## src/rtl/dbd_cfg.svh

```systemverilog
// Purpose: Constants for the DRAM bank decode and reset block
// Assumes: 125 MHz system clock
// Notes:   Field positions, reset values and timing counts
`ifndef DBD_CFG_SVH
`define DBD_CFG_SVH
`define DBD_BASE_MSB 31
`define DBD_BASE_LSB 17
`define DBD_FIELD_W 15
`define DBD_PERIOD_W 12
`define DBD_TIMING_W 16
`define DBD_PERIOD_RST 12'h000
`define DBD_TIMING_RST 16'h0000
`define DBD_ALT_MUX_BIT 15
`define DBD_RAS_W 2
`define DBD_CAS_W 2
`define DBD_PHASE_W 4
`define DBD_REF_UNIT 8'h40
`define DBD_REF_UNIT_W 8
`endif

```

## src/rtl/dbd_pkg.sv

```systemverilog
// Purpose: Types for the DRAM bank decode and reset block
// Assumes: Nothing beyond the cfg header
// Notes:   Port size and cycle state encodings
`default_nettype none
package dbd_pkg;
   typedef enum logic [1:0] {
      DBD_PS_32 = 2'b00,
      DBD_PS_8 = 2'b01,
      DBD_PS_16 = 2'b10,
      DBD_PS_RSV = 2'b11
   } dbd_port_e;
   typedef enum logic [2:0] {
      DBD_IDLE = 3'b000,
      DBD_RAS = 3'b001,
      DBD_CAS = 3'b010,
      DBD_PRE = 3'b011,
      DBD_REF_CAS = 3'b100,
      DBD_REF_RAS = 3'b101
   } dbd_state_e;
endpackage
`default_nettype wire

```

## src/rtl/dbd_ctrl.sv

```systemverilog
// Purpose: DRAM bank decode, address mux, lane strobes and reset handling
// Assumes: Transfer request is a one-cycle pulse from the bus controller
// Notes:   Refresh timing is a simple counter; page modes not modelled
//
// Behaviour
// - Core transfers get row then column address driven on address pins.
// - Alternate master transfers multiplex only when alt_master_mux_en set.
// - 32-bit port on D31:0, 16-bit on D31:16, 8-bit on D31:24.
// - Master reset reinitialises period, timing, refresh timer and sequencer, and halts all.
// - During master reset refresh counter stops and no refresh issues.
// - Master reset cuts off any transfer or refresh immediately.
// - Reset plus high-z is master reset; reset alone is normal reset.
// - Normal reset keeps period, timing and refresh running.
// - Watchdog resets act as normal resets.
// - Master reset clears refresh period and waveform timing to zero.
// - Two banks configured independently; one waveform timing for both.
// - Bank matches when all unmasked base bits equal address bits.
// - Base and mask fields cover address bits 31 down to 17.
// - All mask bits clear gives a 128 kbyte bank.
// - Only address bits 27:0 reach pins; 27:24 only when pin-assigned.
// - Column strobe 0..3 gate lanes D31:24, D23:16, D15:8, D7:0.
// - Write strobe asserted on writes, negated on reads and refresh.
// - Bank 0 wins over bank 1; no match means no strobes.
`timescale 1ns/10ps
`include "dbd_cfg.svh"
`default_nettype none
module dbd_ctrl
   import dbd_pkg::*;
(
   input wire logic clk_sys_i,
   input wire logic rstn_i,
   input wire logic reset_in_pin_n_i,
   input wire logic high_z_pin_n_i,
   input wire logic wdog_reset_i,
   input wire logic cfg_we_i,
   input wire logic [`DBD_PERIOD_W-1:0] refresh_period_reg_i,
   input wire logic [`DBD_TIMING_W-1:0] waveform_timing_reg_i,
   input wire logic [`DBD_FIELD_W-1:0] bank0_base_i,
   input wire logic [`DBD_FIELD_W-1:0] bank0_mask_i,
   input wire logic [1:0] bank0_port_i,
   input wire logic [`DBD_FIELD_W-1:0] bank1_base_i,
   input wire logic [`DBD_FIELD_W-1:0] bank1_mask_i,
   input wire logic [1:0] bank1_port_i,
   input wire logic [3:0] pin_assign_reg_i,
   input wire logic xfer_req_i,
   input wire logic xfer_alt_i,
   input wire logic xfer_write_i,
   input wire logic [31:0] xfer_addr_i,
   input wire logic [1:0] xfer_size_i,
   output logic [27:0] addr_o,
   output logic [1:0] ras_n_o,
   output logic [3:0] cas_n_o,
   output logic dram_write_strobe_n_o,
   output logic xfer_hit_o,
   output logic xfer_done_o,
   output logic refresh_active_o
);
   // ------------------------------------------------------------
   // Reset qualification
   // ------------------------------------------------------------
   logic rst_s1, rst_s2, hiz_s1, hiz_s2;
   logic next_master, next_normal;
   logic master_rst, normal_rst;
   always_ff @(posedge clk_sys_i or negedge rstn_i) begin
      if (!rstn_i) begin
         rst_s1 <= 1'b0;
         rst_s2 <= 1'b0;
         hiz_s1 <= 1'b0;
         hiz_s2 <= 1'b0;
      end else begin
         rst_s1 <= ~reset_in_pin_n_i;
         rst_s2 <= rst_s1;
         hiz_s1 <= ~high_z_pin_n_i;
         hiz_s2 <= hiz_s1;
      end
   end
   always_comb begin
      next_master = rst_s2 & hiz_s2;
      // Watchdog never touches refresh state
      next_normal = (rst_s2 & ~hiz_s2) | wdog_reset_i;
   end
   // Power-on via rstn_i counts as master reset
   always_ff @(posedge clk_sys_i or negedge rstn_i) begin
      if (!rstn_i) begin
         master_rst <= 1'b1;
         normal_rst <= 1'b0;
      end else begin
         master_rst <= next_master;
         normal_rst <= next_normal;
      end
   end

   // ------------------------------------------------------------
   // Refresh and timing registers
   // ------------------------------------------------------------
   logic [`DBD_PERIOD_W-1:0] period, next_period;
   logic [`DBD_TIMING_W-1:0] timing, next_timing;
   always_comb begin
      next_period = period;
      next_timing = timing;
      if (master_rst) begin
         next_period = `DBD_PERIOD_RST;
         next_timing = `DBD_TIMING_RST;
      end else if (cfg_we_i && !normal_rst) begin
         // Normal reset leaves both untouched
         next_period = refresh_period_reg_i;
         next_timing = waveform_timing_reg_i;
      end
   end
   always_ff @(posedge clk_sys_i or negedge rstn_i) begin
      if (!rstn_i) begin
         period <= `DBD_PERIOD_RST;
         timing <= `DBD_TIMING_RST;
      end else begin
         period <= next_period;
         timing <= next_timing;
      end
   end

   // ------------------------------------------------------------
   // Refresh request timer
   // ------------------------------------------------------------
   // Interval = (4096 - period) units; zero is the slowest rate
   // Compare is >= so a shortened period takes hold at once
   logic [`DBD_REF_UNIT_W-1:0] unit_cnt, next_unit_cnt;
   logic [`DBD_PERIOD_W-1:0] ref_cnt, next_ref_cnt;
   logic ref_pend, next_ref_pend;
   logic ref_take;
   always_comb begin
      next_unit_cnt = unit_cnt;
      next_ref_cnt = ref_cnt;
      next_ref_pend = ref_pend;
      if (master_rst) begin
         // Counter halted, nothing pending
         next_unit_cnt = '0;
         next_ref_cnt = '0;
         next_ref_pend = 1'b0;
      end else begin
         // Clear first so an expiry in the same cycle is kept
         if (ref_take) begin
            next_ref_pend = 1'b0;
         end
         // Keeps counting through normal reset
         if (unit_cnt == `DBD_REF_UNIT - 8'h01) begin
            next_unit_cnt = '0;
            if (ref_cnt >= ~period) begin
               next_ref_cnt = '0;
               next_ref_pend = 1'b1;
            end else begin
               next_ref_cnt = ref_cnt + 12'h001;
            end
         end else begin
            next_unit_cnt = unit_cnt + 8'h01;
         end
      end
   end
   always_ff @(posedge clk_sys_i or negedge rstn_i) begin
      if (!rstn_i) begin
         unit_cnt <= '0;
         ref_cnt <= '0;
         ref_pend <= 1'b0;
      end else begin
         unit_cnt <= next_unit_cnt;
         ref_cnt <= next_ref_cnt;
         ref_pend <= next_ref_pend;
      end
   end

   // ------------------------------------------------------------
   // Bank decode
   // ------------------------------------------------------------
   logic [`DBD_FIELD_W-1:0] addr_hi;
   logic hit0, hit1;
   always_comb begin
      addr_hi = xfer_addr_i[`DBD_BASE_MSB:`DBD_BASE_LSB];
      // Masked bits drop out; zero mask leaves a 128 kbyte window
      hit0 = ((addr_hi ^ bank0_base_i) & ~bank0_mask_i) == '0;
      hit1 = ((addr_hi ^ bank1_base_i) & ~bank1_mask_i) == '0;
   end

   // ------------------------------------------------------------
   // Cycle sequencer
   // ------------------------------------------------------------
   dbd_state_e state, next_state;
   logic [`DBD_PHASE_W-1:0] ph_cnt, next_ph_cnt;
   logic bank, next_bank;
   logic mux_on, next_mux_on;
   logic wr, next_wr;
   logic [1:0] port, next_port;
   logic [1:0] size, next_size;
   logic [27:0] lat_addr, next_lat_addr;
   logic [`DBD_PHASE_W-1:0] ras_len, cas_len;
   always_comb begin
      // One waveform timing shared by both banks
      ras_len = {2'b00, timing[3:2]} + 4'h1;
      cas_len = {2'b00, timing[1:0]} + 4'h1;
   end
   always_comb begin
      next_state = state;
      next_ph_cnt = ph_cnt;
      next_bank = bank;
      next_mux_on = mux_on;
      next_wr = wr;
      next_port = port;
      next_size = size;
      next_lat_addr = lat_addr;
      ref_take = 1'b0;
      if (master_rst) begin
         next_state = DBD_IDLE;
         next_ph_cnt = '0;
      end else begin
         case (state)
            DBD_IDLE: begin
               next_ph_cnt = '0;
               if (ref_pend) begin
                  ref_take = 1'b1;
                  next_state = DBD_REF_CAS;
               end else if (xfer_req_i && !normal_rst && (hit0 || hit1)) begin
                  // Decode uses the registers seen at request
                  next_bank = ~hit0;
                  next_port = hit0 ? bank0_port_i : bank1_port_i;
                  // Core always muxed, alt master only if enabled
                  next_mux_on = ~xfer_alt_i |
                     timing[`DBD_ALT_MUX_BIT];
                  next_wr = xfer_write_i;
                  next_size = xfer_size_i;
                  next_lat_addr = xfer_addr_i[27:0];
                  next_state = DBD_RAS;
               end
            end
            DBD_RAS: begin
               next_ph_cnt = ph_cnt + 4'h1;
               if (ph_cnt + 4'h1 >= ras_len) begin
                  next_ph_cnt = '0;
                  next_state = DBD_CAS;
               end
            end
            DBD_CAS: begin
               next_ph_cnt = ph_cnt + 4'h1;
               if (ph_cnt + 4'h1 >= cas_len) begin
                  next_ph_cnt = '0;
                  next_state = DBD_PRE;
               end
            end
            DBD_PRE: begin
               next_state = DBD_IDLE;
            end
            DBD_REF_CAS: begin
               next_state = DBD_REF_RAS;
            end
            DBD_REF_RAS: begin
               next_ph_cnt = ph_cnt + 4'h1;
               if (ph_cnt + 4'h1 >= ras_len) begin
                  next_ph_cnt = '0;
                  next_state = DBD_PRE;
               end
            end
            default: begin
               next_state = DBD_IDLE;
            end
         endcase
      end
   end
   always_ff @(posedge clk_sys_i or negedge rstn_i) begin
      if (!rstn_i) begin
         state <= DBD_IDLE;
         ph_cnt <= '0;
         bank <= 1'b0;
         mux_on <= 1'b1;
         wr <= 1'b0;
         port <= 2'b00;
         size <= 2'b00;
         lat_addr <= '0;
      end else begin
         state <= next_state;
         ph_cnt <= next_ph_cnt;
         bank <= next_bank;
         mux_on <= next_mux_on;
         wr <= next_wr;
         port <= next_port;
         size <= next_size;
         lat_addr <= next_lat_addr;
      end
   end

   // ------------------------------------------------------------
   // Lane strobes and pin outputs
   // ------------------------------------------------------------
   logic [3:0] lanes;
   logic [27:0] col_addr, addr_pins, next_addr;
   logic [1:0] next_ras_n;
   logic [3:0] next_cas_n;
   logic next_dw_n, next_hit, next_done, next_ref_act;
   always_comb begin
      // Narrow ports sit on upper lanes, strobe 0 = D31:24
      case (port)
         DBD_PS_8: lanes = 4'b0001;
         DBD_PS_16: lanes = lat_addr[0] ? 4'b0010 :
            (size == 2'b01 ? 4'b0001 : 4'b0011);
         default: begin
            case (size)
               2'b01: lanes = 4'b0001 << lat_addr[1:0];
               2'b10: lanes = lat_addr[1] ? 4'b1100 : 4'b0011;
               default: lanes = 4'b1111;
            endcase
         end
      endcase
      // Column bits shifted up by the row width; 9-bit page assumed
      col_addr = {lat_addr[27:18], lat_addr[8:0], lat_addr[8:0]};
      addr_pins = (state == DBD_CAS && mux_on) ? col_addr : lat_addr;
      // Upper pins follow pin assignment
      next_addr = {addr_pins[27:24] & pin_assign_reg_i,
         addr_pins[23:0]};
      next_ras_n = 2'b11;
      next_cas_n = 4'hF;
      next_dw_n = 1'b1;
      next_hit = 1'b0;
      next_done = 1'b0;
      next_ref_act = 1'b0;
      case (state)
         DBD_RAS: begin
            next_ras_n[bank] = 1'b0;
            next_dw_n = ~wr;
            next_hit = 1'b1;
         end
         DBD_CAS: begin
            next_ras_n[bank] = 1'b0;
            next_cas_n = ~lanes;
            next_dw_n = ~wr;
            next_hit = 1'b1;
            next_done = (ph_cnt + 4'h1 >= cas_len);
         end
         DBD_REF_CAS: begin
            next_cas_n = 4'h0;
            next_ref_act = 1'b1; // Write strobe stays high
         end
         DBD_REF_RAS: begin
            next_cas_n = 4'h0;
            next_ras_n = 2'b00;
            next_ref_act = 1'b1;
         end
         default: begin
            next_ras_n = 2'b11; // No match, no strobes
         end
      endcase
      if (master_rst) begin
         next_ras_n = 2'b11; // Cut off at once
         next_cas_n = 4'hF;
         next_dw_n = 1'b1;
         next_hit = 1'b0;
         next_done = 1'b0;
         next_ref_act = 1'b0;
      end
   end
   always_ff @(posedge clk_sys_i or negedge rstn_i) begin
      if (!rstn_i) begin
         addr_o <= '0;
         ras_n_o <= 2'b11;
         cas_n_o <= 4'hF;
         dram_write_strobe_n_o <= 1'b1;
         xfer_hit_o <= 1'b0;
         xfer_done_o <= 1'b0;
         refresh_active_o <= 1'b0;
      end else begin
         addr_o <= next_addr;
         ras_n_o <= next_ras_n;
         cas_n_o <= next_cas_n;
         dram_write_strobe_n_o <= next_dw_n;
         xfer_hit_o <= next_hit;
         xfer_done_o <= next_done;
         refresh_active_o <= next_ref_act;
      end
   end
endmodule
`default_nettype wire

```

## config.mk

```make
export PLATFORM = sky130hd
export DESIGN_NAME = dbd_ctrl
export DESIGN_NICKNAME = d
export VERILOG_FILES = /design/src/rtl/dbd_pkg.sv /design/src/rtl/dbd_ctrl.sv
export VERILOG_INCLUDE_DIRS = /design/src /design/src/rtl
export SDC_FILE = /design/constraint.sdc
export NUM_CORES = 1
export LEC_CHECK = 0
export BUFFER_PORTS_ARGS = -buffer_cell sky130_fd_sc_hd__buf_2
export CORE_MARGIN = 2
export CORE_UTILIZATION = 30
export DETAILED_ROUTE_END_ITERATION = 10
export PLACE_DENSITY = 0.49
export SYNTH_ARGS = -nofsm -noshare
export SYNTH_HDL_FRONTEND = slang
export SYNTH_SLANG_ARGS = --single-unit
```

## constraint.sdc

```tcl
create_clock -name clk_sys_i -period 7.59 [get_ports clk_sys_i]
set_clock_uncertainty 0.2 [all_clocks]
set_input_delay 1.1385 -clock clk_sys_i [delete_from_list [all_inputs] [get_ports clk_sys_i]]
set_output_delay 1.1385 -clock clk_sys_i [all_outputs]
set_load 0.05 [all_outputs]
```

==> qor.txt <==
1st-iter DRT viols: 245
slew margin rel.: 36.6%
Final period util: 49.6%
Most used DFF post-synth: dfrtp_1
I/O pins: 177
WL per Instance: 15.4 µm
Mapped Nets: 649
Syn Area/Cell: 12.2 µm²
largest net degree at the start of global routing: 77
grt ovf: 0
GR Layer Usage met1: 19.0%
critical path arrival: 3.86 ns
GPL Wtd Cong: 0.951
placed inst area: 6950 µm²
final hold vios: 0
Chip Width: 144 µm
global routing's busiest layer: met2
num rows: 51
Via density: 4.60
Worst Path Required: 7.69 ns
diode count: 0
core box area: 19,300 µm²
Final TNS setup: 0 ns
leak pwr: 3.84 nW
post-synthesis cell area: 5880 µm²
status: finished, final reports clean
MaxCap Viol Count: 0
FF-to-FF Start: ref_cnt[9]
Max clock buf depth: 2
TritonCTS clock tree: yes
FMAX: 0.265 GHz
Synthesis Warnings: 0
Fin Hold WS: 0.154 ns
WL final: 14,300 µm
Setup crit start: xfer_addr_i[20]
Worst Setup EP: lat_addr[14]
DIE AREA: 20,700 µm²
Pins Over Slew Limit: 0
number of synthesized flops with an enable pin: 0
Global Route Usage Sum: 14.6%
Slew @ Worst Pin: 0.950 ns
final core utilization: 39.2%
Critical path buffers and inverters: 2
TritonCTS Sinks: 124
final setup violating endpoints: 0
FF-to-FF End: ref_cnt[5]
final net count: 821
area delta synth->final: 29.1%
number of distinct library cells after synthesis: 49
CTS clk-pin slew, worst paths: 0.06 ns
Crit Path Category: primary input to register
PortBufs: 165
first-pass GRT wire length: 23,400 µm
asr flop ratio synth: 100%
FF+latch count, synth: 124
PD cells: 278 nW/µm²
RSZ-0062 raised after global routing: false
startpoint types: primary input
Cell Chain, Critical Path: buf_2, xnor2_1, o22ai_1, or4_1, nor4_2, o2111a_2, buf_4, mux2_2
post-cts resize count: 0
Worst Hold Class: register to register
R2R cell count: 6
detailed-route via count: 4,293
Starting Density: 30.4%
sequential-to-total area share from yosys stat: 53.0%
CTS Hold Bufs: 0
r2r setup slk: 4.96 ns
slowest stage cell, crit path: o2111a_2
antenna violations before repair: 0
placed cells: 901
WP depth: 8
CP max stage delay: 0.57 ns
clock latency on the worst-skew pair: 0.41 ns
Critical Path End Type: register
htree depth: 4
final std cell area, no fill: 7590 µm²
DRC: 0
worst-path maximum fanout: 22
met3 Track Usage GR: 4.50%
CTS root buffer: clkbuf_16
Max VDD drop: 138 µV
CTS Buf Count: 17
met2 usage: 23.4%
die height: 144 µm
dpl hpwl: 10,600 µm
vias in the first global route: 4,431
drt pass-1 iters: 5
clock period minus worst slack: 3.77 ns
postcts setup bufs: 0
Worst Hold Depth: 0
share of cells above drive strength 1: 38.0%
ANT nets after route: 0
kind of cell adding the most delay to the critical path: simple AND/OR/NAND/NOR gates
Syn Inst Count: 483
Non-Filler Instances: 933
==> worst register-to-register path: stages (launching register included) <==
cell	delay, ns
dfrtp_1	0.42
ha_1	0.31
nand4_1	0.15
or4_1	0.60
o211a_1	0.35
and3_1	0.23
a221o_1	0.26
==> routing by layer <==
metal,routed length (µm),vias up
met4,229,0
li1,-,2061
met5,0,-
met3,682,21
met2,6860,112
met1,6560,2099
==> layout by cell type, fill, tap and decap left out, types with 17 or more instances in the layout <==
| cell type | n |
|---|---|
| dfrtp_1 | 115 |
| mux2_4 | 28 |
| clkbuf_16 | 17 |
| ha_1 | 27 |
| inv_1 | 25 |
| buf_2 | 164 |
| a22o_1 | 20 |
| nand2_1 | 22 |
| nor2_1 | 26 |
| xnor2_1 | 36 |
==> per-stage QoR <==
| stage | power [mW] | worst slack [ns] |
|---|---|---|
| 2_1_floorplan | 1.11 | 4.43 |
| 3_3_place_gp | 1.24 | 3.33 |
| 3_5_place_dp | 1.25 | 3.31 |
| 4_1_cts | 2.14 | 3.74 |
| 5_1_grt | 2.22 | 3.70 |
| 6_report | 2.11 | 3.82 |
==> area by class of cell <==
class / instances / area (µm²)
well taps: 265 / 332
clock buffers: 21 / 450
repair buffers: 168 / 851
multi-input cells: 319 / 2550
inverters: 25 / 93.8
fillers: 1888 / 11700
flip-flops and latches: 124 / 3110
clock inverters: 11 / 191
==> worst min path at each step <==
stage | startpoint | end
6_report | hiz_s1 | hiz_s2
5_1_grt | hiz_s1 | hiz_s2
4_1_cts | hiz_s1 | hiz_s2
3_5_place_dp | rst_s1 | rst_s2
3_3_place_gp | hiz_s1 | hiz_s2
2_1_floorplan | hiz_s1 | hiz_s2
==> registers in the layout (all words and copies together) (netlist names), 3 cells and up <==
register and cells:
addr_o 28, unit_cnt 8, cas_n_o 4, state 3, lat_addr 28, timing 5, ref_cnt 12, period 12
ph_cnt 4
==> Yosys cell counts (2+ instances only) <==
master       n  area (µm²)
dfstp_2      9         236
o22ai_1     14        87.6
xnor2_1     36         315
mux2i_1      5        50.1
a21oi_1     15        75.1
buf_12       3        60.1
nor3_1       9        45.0
and2_1       7        43.8
inv_1       25        93.8
and3_1       8        50.1
a221o_1      3        30.0
nand2b_1     9        56.3
o211a_1      2        20.0
mux2_2      15         169
xor2_1       4        35.0
nor2b_1      2        12.5
or2_2        2        12.5
ha_1        27         338
nand3_1     16        80.1
o2111ai_1    2        17.5
dfrtp_1    115        2880
mux2_4      28         420
nor3b_1      2        15.0
clkbuf_1     9        33.8
nor2_1      26        97.6
o21ai_0     13        65.1
nand2_1     22        82.6
a31oi_1      3        18.8
nor4_1       2        12.5
a22o_1      20         175
a211oi_1     3        22.5
or4_1        2        15.0
a21o_1       9        67.6
==> where the power goes <==
| group | switching (mW) | total, mW | leakage (nW) | internal [mW] |
|---|---|---|---|---|
| registers | 0.0555 | 0.805 | 1.65 | 0.750 |
| clock network | 0.285 | 0.876 | 0.315 | 0.591 |
| logic | 0.263 | 0.428 | 1.88 | 0.165 |
| total | 0.604 | 2.11 | 3.84 | 1.51 |
==> cells by family after synthesis <==
| kind of cell | count (synthesis) | share of synthesized area (%) |
|---|---|---|
| simple gates | 111 | 9.50 |
| fa+ha+maj | 27 | 5.75 |
| compound gates | 92 | 11.1 |
| xor+xnor | 41 | 6.24 |
| flops | 124 | 53.0 |
| buf+inv | 40 | 3.53 |
| mux | 48 | 10.9 |
(Power assumes the default switching activity.)
